File: config.mk
export PLATFORM = sky130hd
export DESIGN_NAME = sdm_ctrl
export DESIGN_NICKNAME = d
export VERILOG_FILES = /design/src/rtl/sdm_pkg.sv /design/src/rtl/sdm_buf2.sv /design/src/rtl/sdm_ctrl.sv
export VERILOG_INCLUDE_DIRS = /design/src /design/src/rtl
export SDC_FILE = /design/constraint.sdc
export NUM_CORES = 1
export LEC_CHECK = 0
export ABC_AREA = 1
export ABC_CLOCK_PERIOD_IN_PS = 3300
export BUFFER_PORTS_ARGS = -buffer_cell sky130_fd_sc_hd__buf_2
export CAP_MARGIN = 0
export CORE_MARGIN = 2
export CORE_UTILIZATION = 55
export CTS_CLUSTER_SIZE = 8
export DETAILED_ROUTE_END_ITERATION = 6
export PLACE_DENSITY = 0.76
export SLEW_MARGIN = 25
export SYNTH_ARGS = -nofsm -noshare
export SYNTH_HDL_FRONTEND = slang
export SYNTH_SLANG_ARGS = --single-unit
File: constraint.sdc
create_clock -name clk -period 3.3 [get_ports clk]
set_input_delay 0.33 -clock clk [delete_from_list [all_inputs] [get_ports clk]]
set_output_delay 0.33 -clock clk [all_outputs]
set_load 0.03 [all_outputs]
File: src/rtl/sdm_map.svh
// Constants for the serial port direction and route controller.
// Assumes inclusion by rtl/sdm_pkg.sv and rtl/sdm_ctrl.sv.
`ifndef SDM_MAP_SVH
`define SDM_MAP_SVH
// Strap thresholds in thousandths of the supply, sampled as 10-bit codes
`define SDM_ADC_W 10
`define SDM_ADC_FULL 1023
`define SDM_THR_LR_MILLI 200
`define SDM_THR_RF_MILLI 500
`define SDM_THR_FH_MILLI 800
`define SDM_MILLI 1000
// Strap must hold this many cycles before acting
`define SDM_STABLE_CYC 8
`define SDM_STABLE_W 4
// Clock-recovery reset pulse length in ns, clock period in ns
`define SDM_CDR_RST_NS 400
`define SDM_CLK_NS 40
`define SDM_CDR_CNT_W 8
// Management bus ready time after power-up in ms
`define SDM_MGMT_READY_MS 50
`define SDM_MGMT_CNT_W 21
// Clock cycles in one millisecond
`define SDM_CYC_PER_MS 25000
// Reset values
`define SDM_DIR_RST 1'b0
`endif

File: src/rtl/sdm_pkg.sv
// Types for the serial port direction and route controller.
// Assumes nothing of its surroundings.
`include "sdm_map.svh"
package sdm_pkg;
  typedef enum logic [1:0] {
    SDM_LVL_L,
    SDM_LVL_R,
    SDM_LVL_F,
    SDM_LVL_H
  } sdm_level_t;
  typedef enum logic [1:0] {
    SDM_ST_RUN,
    SDM_ST_CDR_RST,
    SDM_ST_RELOCK
  } sdm_state_t;
endpackage

File: src/rtl/sdm_buf2.sv
// Two-entry buffer with valid and ready on both sides.
// Assumes one clock and a synchronous active-low reset.
`timescale 1ns/1ns
`default_nettype none
module sdm_buf2 (
  input wire logic clk,
  input wire logic rst_n,
  input wire logic in_valid,
  output logic in_ready,
  input wire logic [1:0] in_data,
  output logic out_valid,
  input wire logic out_ready,
  output logic [1:0] out_data
);
  logic [1:0] mem_q [2];
  logic wr_q;
  logic rd_q;
  logic [1:0] cnt_q;
  logic push;
  logic pop;

  assign in_ready = (cnt_q != 2'h2);
  assign out_valid = (cnt_q != 2'h0);
  assign push = in_valid && in_ready;
  assign pop = out_valid && out_ready;
  assign out_data = mem_q[rd_q];

  always_ff @(posedge clk) begin
    if (push) begin
      mem_q[wr_q] <= in_data;
    end
  end

  always_ff @(posedge clk) begin
    if (!rst_n) begin
      wr_q <= 1'b0;
      rd_q <= 1'b0;
      cnt_q <= 2'h0;
    end else begin
      if (push) begin
        wr_q <= ~wr_q;
      end
      if (pop) begin
        rd_q <= ~rd_q;
      end
      cnt_q <= cnt_q + {1'b0, push} - {1'b0, pop};
    end
  end
endmodule
`default_nettype wire

File: src/rtl/sdm_ctrl.sv
// Direction and route controller for a bidirectional serial video port.
// Assumes strap levels arrive as sampled 10-bit codes from pin converters,
// asynchronous to clk; data words arrive on clk with valid/ready.
`timescale 1ns/1ns
`default_nettype none
`include "sdm_map.svh"
module sdm_ctrl
  import sdm_pkg::*;
#(
  parameter int unsigned MGMT_READY_CYC = `SDM_MGMT_READY_MS * `SDM_CYC_PER_MS
) (
  input wire logic clk,
  input wire logic rst_n,
  input wire logic [9:0] direction_select_code,
  input wire logic [9:0] host_output_select_code,
  input wire logic [9:0] secondary_driver_select_code,
  input wire logic cdr_locked,
  input wire logic line_in_valid,
  output logic line_in_ready,
  input wire logic [1:0] line_in_data,
  input wire logic host_in_valid,
  output logic host_in_ready,
  input wire logic [1:0] host_in_data,
  output logic line_out_valid,
  input wire logic line_out_ready,
  output logic [1:0] line_out_data,
  output logic sec_out_valid,
  input wire logic sec_out_ready,
  output logic [1:0] sec_out_data,
  output logic host_out_valid,
  input wire logic host_out_ready,
  output logic [1:0] host_out_data,
  output logic equalizer_en,
  output logic cable_driver_en,
  output logic host_eq_en,
  output logic secondary_coax_driver_en,
  output logic host_diff_output_en,
  output logic cdr_reset,
  output logic lock,
  output logic mgmt_ready,
  output logic [1:0] direction_level,
  output logic [1:0] host_output_level,
  output logic [1:0] secondary_driver_level
);
  localparam logic [`SDM_ADC_W-1:0] THR_LR =
    `SDM_ADC_W'((`SDM_ADC_FULL * `SDM_THR_LR_MILLI) / `SDM_MILLI);
  localparam logic [`SDM_ADC_W-1:0] THR_RF =
    `SDM_ADC_W'((`SDM_ADC_FULL * `SDM_THR_RF_MILLI) / `SDM_MILLI);
  localparam logic [`SDM_ADC_W-1:0] THR_FH =
    `SDM_ADC_W'((`SDM_ADC_FULL * `SDM_THR_FH_MILLI) / `SDM_MILLI);
  localparam int unsigned CDR_RST_CYC =
    (`SDM_CDR_RST_NS + `SDM_CLK_NS - 1) / `SDM_CLK_NS;

  //////////////////////////////////////////////////////////////////////////
  // Strap synchronisers and four-level decode
  logic [9:0] code_s1_q [3];
  logic [9:0] code_s2_q [3];
  logic [1:0] lvl [3];
  logic [1:0] lvl_q [3];
  logic [9:0] code_in [3];

  assign code_in[0] = direction_select_code;
  assign code_in[1] = host_output_select_code;
  assign code_in[2] = secondary_driver_select_code;

  for (genvar i = 0; i < 3; i++) begin : g_strap
    // Not reset, so the strap level is settled when reset releases
    always_ff @(posedge clk) begin
      code_s1_q[i] <= code_in[i];
      code_s2_q[i] <= code_s1_q[i];
    end
    always_comb begin
      // Open pin biases to 2/3 supply, between RF and FH
      if (code_s2_q[i] < THR_LR) begin
        lvl[i] = SDM_LVL_L;
      end else if (code_s2_q[i] < THR_RF) begin
        lvl[i] = SDM_LVL_R;
      end else if (code_s2_q[i] < THR_FH) begin
        lvl[i] = SDM_LVL_F;
      end else begin
        lvl[i] = SDM_LVL_H;
      end
    end
    // Decoded levels leave the block from flip-flops
    always_ff @(posedge clk) begin
      if (!rst_n) begin
        lvl_q[i] <= SDM_LVL_F;
      end else begin
        lvl_q[i] <= lvl[i];
      end
    end
  end

  assign direction_level = lvl_q[0];
  assign host_output_level = lvl_q[1];
  assign secondary_driver_level = lvl_q[2];

  // High is H or F; low is L or R
  logic dir_raw;
  logic hsel_raw;
  logic ssel_raw;
  assign dir_raw = lvl[0][1];
  assign hsel_raw = lvl[1][1];
  assign ssel_raw = lvl[2][1];

  //////////////////////////////////////////////////////////////////////////
  // Stability filter for the direction strap
  logic dir_q;
  logic [`SDM_STABLE_W-1:0] stab_q;
  logic dir_change;

  assign dir_change = (stab_q == `SDM_STABLE_W'(`SDM_STABLE_CYC - 1)) &&
    (dir_raw != dir_q);

  always_ff @(posedge clk) begin
    if (!rst_n) begin
      stab_q <= '0;
    end else if (dir_raw == dir_q) begin
      stab_q <= '0;
    end else if (stab_q != `SDM_STABLE_W'(`SDM_STABLE_CYC - 1)) begin
      stab_q <= stab_q + `SDM_STABLE_W'(1);
    end else begin
      stab_q <= '0;
    end
  end

  // Power-up strap capture after release, then filtered changes
  logic started_q;
  always_ff @(posedge clk) begin
    if (!rst_n) begin
      dir_q <= `SDM_DIR_RST;
      started_q <= 1'b0;
    end else if (!started_q) begin
      started_q <= 1'b1;
      dir_q <= dir_raw;
    end else if (dir_change) begin
      dir_q <= dir_raw;
    end
  end

  // Route selects follow straps after synchronisation
  logic hsel_q;
  logic ssel_q;
  always_ff @(posedge clk) begin
    if (!rst_n) begin
      hsel_q <= 1'b1;
      ssel_q <= 1'b1;
    end else begin
      hsel_q <= hsel_raw;
      ssel_q <= ssel_raw;
    end
  end

  //////////////////////////////////////////////////////////////////////////
  // Clock-recovery reset sequencer
  sdm_state_t st_q;
  logic [`SDM_CDR_CNT_W-1:0] cdr_cnt_q;

  always_ff @(posedge clk) begin
    if (!rst_n) begin
      st_q <= SDM_ST_CDR_RST;
      cdr_cnt_q <= '0;
    end else begin
      case (st_q)
        SDM_ST_RUN: begin
          if (dir_change && started_q) begin
            st_q <= SDM_ST_CDR_RST;
            cdr_cnt_q <= '0;
          end
        end
        SDM_ST_CDR_RST: begin
          if (cdr_cnt_q == `SDM_CDR_CNT_W'(CDR_RST_CYC - 1)) begin
            st_q <= SDM_ST_RELOCK;
          end else begin
            cdr_cnt_q <= cdr_cnt_q + `SDM_CDR_CNT_W'(1);
          end
        end
        SDM_ST_RELOCK: begin
          if (dir_change) begin
            st_q <= SDM_ST_CDR_RST;
            cdr_cnt_q <= '0;
          end else if (cdr_locked) begin
            st_q <= SDM_ST_RUN;
          end
        end
        default: st_q <= SDM_ST_CDR_RST;
      endcase
    end
  end

  assign cdr_reset = (st_q == SDM_ST_CDR_RST);
  assign lock = (st_q == SDM_ST_RUN) && cdr_locked;

  //////////////////////////////////////////////////////////////////////////
  // Path enables
  logic path_ok;
  assign path_ok = (st_q != SDM_ST_CDR_RST);

  always_ff @(posedge clk) begin
    if (!rst_n) begin
      equalizer_en <= 1'b0;
      cable_driver_en <= 1'b0;
      host_eq_en <= 1'b0;
      secondary_coax_driver_en <= 1'b0;
      host_diff_output_en <= 1'b0;
    end else begin
      equalizer_en <= ~dir_q;
      cable_driver_en <= dir_q;
      host_eq_en <= dir_q;
      secondary_coax_driver_en <= ~ssel_q;
      host_diff_output_en <= ~dir_q || ~hsel_q;
    end
  end

  //////////////////////////////////////////////////////////////////////////
  // Data routing through a two-entry buffer
  logic src_valid;
  logic [1:0] src_data;
  logic buf_in_ready;
  logic buf_valid;
  logic [1:0] buf_data;
  logic need_main;
  logic need_sec;
  logic need_host;
  logic sink_ready;
  logic buf_rst_n;

  // Words of the old direction are dropped by a recovery reset
  assign buf_rst_n = rst_n && path_ok;
  assign src_valid = path_ok && (dir_q ? host_in_valid : line_in_valid);
  assign src_data = dir_q ? host_in_data : line_in_data;
  assign line_in_ready = path_ok && ~dir_q && buf_in_ready;
  assign host_in_ready = path_ok && dir_q && buf_in_ready;

  sdm_buf2 u_buf (
    .clk(clk),
    .rst_n(buf_rst_n),
    .in_valid(src_valid),
    .in_ready(buf_in_ready),
    .in_data(src_data),
    .out_valid(buf_valid),
    .out_ready(sink_ready),
    .out_data(buf_data)
  );

  assign need_main = dir_q;
  assign need_sec = ~ssel_q;
  assign need_host = ~dir_q || ~hsel_q;
  // Broadcast: a word leaves only when every enabled sink takes it
  assign sink_ready = path_ok && (~need_main || line_out_ready) &&
    (~need_sec || sec_out_ready) && (~need_host || host_out_ready);

  assign line_out_valid = buf_valid && need_main && sink_ready;
  assign sec_out_valid = buf_valid && need_sec && sink_ready;
  assign host_out_valid = buf_valid && need_host && sink_ready;

  // Data lags the handshake by one cycle
  always_ff @(posedge clk) begin
    if (!rst_n) begin
      line_out_data <= 2'h0;
      sec_out_data <= 2'h0;
      host_out_data <= 2'h0;
    end else begin
      line_out_data <= buf_data;
      sec_out_data <= buf_data;
      host_out_data <= buf_data;
    end
  end

  //////////////////////////////////////////////////////////////////////////
  // Management bus ready timer
  // Counts once after reset, then holds ready high
  logic [`SDM_MGMT_CNT_W-1:0] mgmt_cnt_q;
  always_ff @(posedge clk) begin
    if (!rst_n) begin
      mgmt_cnt_q <= '0;
      mgmt_ready <= 1'b0;
    end else if (mgmt_cnt_q == `SDM_MGMT_CNT_W'(MGMT_READY_CYC - 1)) begin
      mgmt_ready <= 1'b1;
    end else begin
      mgmt_cnt_q <= mgmt_cnt_q + `SDM_MGMT_CNT_W'(1);
    end
  end
endmodule
`default_nettype wire

==> flow_summary.json <==
{
  "outcome": "finished clean",
  "grt_first_pass_wirelength_mm": 15.8,
  "timing.final.crit_period_ns": 2.81,
  "end_kind": "output pin",
  "r2r_path_start": "st_q[1]",
  "synthDistinctLibCells": 39,
  "max-slew-margin-rel_pct": 58.7,
  "ctsRootBufferMaster": "sky130_fd_sc_hd__clkbuf_8",
  "cts_made_buffers": 17,
  "report.power.total_w": 0.00401,
  "grt_start_max_net_pins": 31,
  "placeableCoreArea_sq_um": 7330,
  "max_slew.worst_pin.slew_ns": 0.612,
  "htreeDepth": 4,
  "top_level_ports": 67,
  "dr.first_iter.drc_count": 197,
  "net_count_final": 628,
  "p_per_area_nw_per_um2": 739,
  "die_outline_width_um": 91.3,
  "synth_top_area_share_pct": 54.5,
  "syn_area_per_cell_sq_um": 8.80,
  "timing.critical_path.cells": "inv_1 -> ha_1 -> inv_1 -> o221ai_1 -> nor2_1 -> o21ai_0 -> nor2_1 -> buf_2",
  "reg2reg_setup_slack_ns": 0.74,
  "dpl.hpwl_mm": 5.63,
  "peak_supply_drop_mv": 0.485,
  "synth.yosys.warnings": 0,
  "grt-ovfl-total": 0,
  "wl_per_cell_um": 13.5,
  "crit_path_max_fanout": 11,
  "finalCoreUtilization_pct": 74.1,
  "initial_utilization_pct": 57.1,
  "final.fill_count": 500,
  "gp_congestion": 0.914,
  "die_h_um": 91.3,
  "drc_errors": 0,
  "fmax_ghz": 0.356,
  "max-cap-violations": 0,
  "multi_input_area_sq_um": 1480,
  "postSynthNetCount": 527,
  "power_leakage_nw": 2.42,
  "critPathMaxStageDelay_ns": 0.37,
  "clock_path_buffers": 2,
  "critical-path-slowest-cell": "sky130_fd_sc_hd__dfxtp_1",
  "post_synthesis_cell_area_sq_um": 4190,
  "clock-sinks": 118,
  "netlist.top_cell.by_area": "sky130_fd_sc_hd__dfxtp_1",
  "tns_ns": 0,
  "ys_top_cells_by_area": "sky130_fd_sc_hd__dfxtp_1 (54%), sky130_fd_sc_hd__nand2_1 (6.5%), sky130_fd_sc_hd__nor2_1 (5.3%)",
  "worst_setup_path_start_kind": "register",
  "holdCritStartpoint": "line_in_data[0]",
  "critPathKind": "reg2out",
  "sequential_to_total_area_share_from_yosys_stat_pct": 57.3,
  "detail_route.vias_per_cell": 5.10,
  "buffer_ports.inserted": 66,
  "final_max_slew_viols": 0,
  "setup_viol": 0,
  "period_utilization_post_route_pct": 85.2,
  "min_path_cells": 3,
  "timing.critical_path.buf_inv": 3,
  "first_global_vias": 3573,
  "yosys_register_bits": 118,
  "clk-insertion-delay-late_ns": 0.51,
  "min_to": "u_buf.mem_q[0][0]",
  "postRouteWirelength_mm": 9.32,
  "arrival_ns": 2.48,
  "num_antenna_cells": 0,
  "unrepaired_setup_endpoints_after_global_routing": "no",
  "route.antenna.remaining_nets": 0,
  "via_count": 3511,
  "worst_ep_required_time_ns": 2.97,
  "drive_gt1_share_pct": 19.3,
  "synthCells": 476,
  "clkSlewWorstSetupHoldPaths_ns": 0.06,
  "placement_rows": 31,
  "area_growth_syn_to_layout_pct": 29.6,
  "drtPass1Iterations": 7,
  "post_synth_edffs": 4,
  "asyncSetResetFlopFracSynth_pct": 0,
  "critPathTopFamily": "buffers and inverters",
  "antenna_found_initial": 0,
  "r2r.worst_path.cells": 12,
  "tritoncts": "built",
  "grt_use_total_pct": 24.3,
  "finalHoldViolations": 0,
  "seq_area_sq_um": 2400,
  "die_area_sq_um": 8330,
  "synthFlopType": "sky130_fd_sc_hd__dfxtp_1",
  "clock-skew-final_ns": 0.00961,
  "rr_endpoint": "u_buf.cnt_q[1]",
  "min-delay-path-class": "in2reg"
}
## tightest hold or removal path: stages
cell	delay, ns
sky130_fd_sc_hd__buf_2	0.08
sky130_fd_sc_hd__nand2_1	0.05
sky130_fd_sc_hd__nand2_1	0.08
## flip-flops by register name (all words and copies together), names as in the netlist, 2 cells and up
signal	flops
u_buf.cnt_q	2
lvl_q	4
mgmt_cnt_q	21
stab_q	4
code_s1_q	30
host_out_data	2
cdr_cnt_q	8
code_s2_q	30
st_q	2
u_buf.mem_q	4
## cells by family after synthesis
logic type / share of synthesized area [%]
simple gates: 22.6
flops: 57.3
buf+inv: 7.38
compound gates: 8.75
fa+ha+maj: 2.69
xor+xnor: 1.25
## layer usage
metal,track usage (%),up-vias,wire (um)
met5,0,-,0
met4,13.6,0,272
met3,7.55,22,472
met2,43.0,104,4860
met1,25.5,1622,3720
li1,-,1763,-
## what timing repair did
| action | 4_1_cts | 5_1_grt |
|---|---|---|
| hold buffers | 30 | 0 |
| resized for setup | 0 | 0 |
| hold endpoints to repair | 30 | 0 |
| buffers inserted | 0 | 0 |
## how the worst max path moves through the flow
stage	to	start	depth (start not counted)	slack, ns
5_1_grt	sec_out_valid	st_q[1]	8	0.34
4_1_cts	sec_out_valid	st_q[1]	8	0.62
6_report	sec_out_valid	st_q[1]	8	0.49
3_5_place_dp	u_buf.cnt_q[1]	st_q[1]	12	0.83
3_3_place_gp	u_buf.cnt_q[1]	st_q[1]	12	0.98
2_1_floorplan	u_buf.cnt_q[1]	st_q[1]	13	0.93
## metrics by stage
stage / cells / hold WS [ns] / cell area [sq um] / worst slack [ns]
after floorplan: 476 / 0.310 / 4190 / 0.933
after global placement: 627 / 0.311 / 4540 / 0.984
after detailed placement: 627 / 0.312 / 4540 / 0.827
after CTS: 689 / 0.116 / 5430 / 0.622
after global routing: 689 / 0.130 / 5430 / 0.344
final: 689 / 0.139 / 5430 / 0.489
## synth_stat cells, drive strengths merged, types with 2 or more instances
cell type / count
edfxtp: 4
or2: 5
buf: 11
a211oi: 2
xnor2: 2
o21a: 2
dfxtp: 114
inv: 53
nor2: 60
clkbuf: 4
nor4: 2
ha: 9
nor3: 18
xor2: 4
o21ai: 21
nand2: 75
nand3: 31
nand3b: 2
a21oi: 34
nand4: 15
## cell type report
class                           instances  share of cell area, %
Sequential cell                       118                   44.2
Multi-Input combinational cell        289                   27.2
Timing Repair Buffer                   97                   11.8
Clock buffer                           20                   8.39
Inverter                               54                   3.73
Clock inverter                         12                   2.40
Tap cell                               99                   2.28
## power by group
group	switching, W	internal (W)
logic	0.000391	0.000246
registers	0.0000625	0.00153
clock network	0.000695	0.00109
## cells in the final DEF (no fill, tap or decap), drive strengths merged, types with 2 or more instances in the layout
cell type / instances
nor2: 60
nor4: 2
clkbuf: 20
nand3b: 2
or2: 5
nand2: 75
a21oi: 34
nor3: 18
nand4: 15
inv: 62
xor2: 4
nand3: 31
edfxtp: 4
clkinv: 2
dlygate4sd3: 30
buf: 67
o21ai: 21
xnor2: 2
a211oi: 2
o21a: 2
ha: 9
dfxtp: 114
Note: power is estimated with default switching activity, not from simulation.
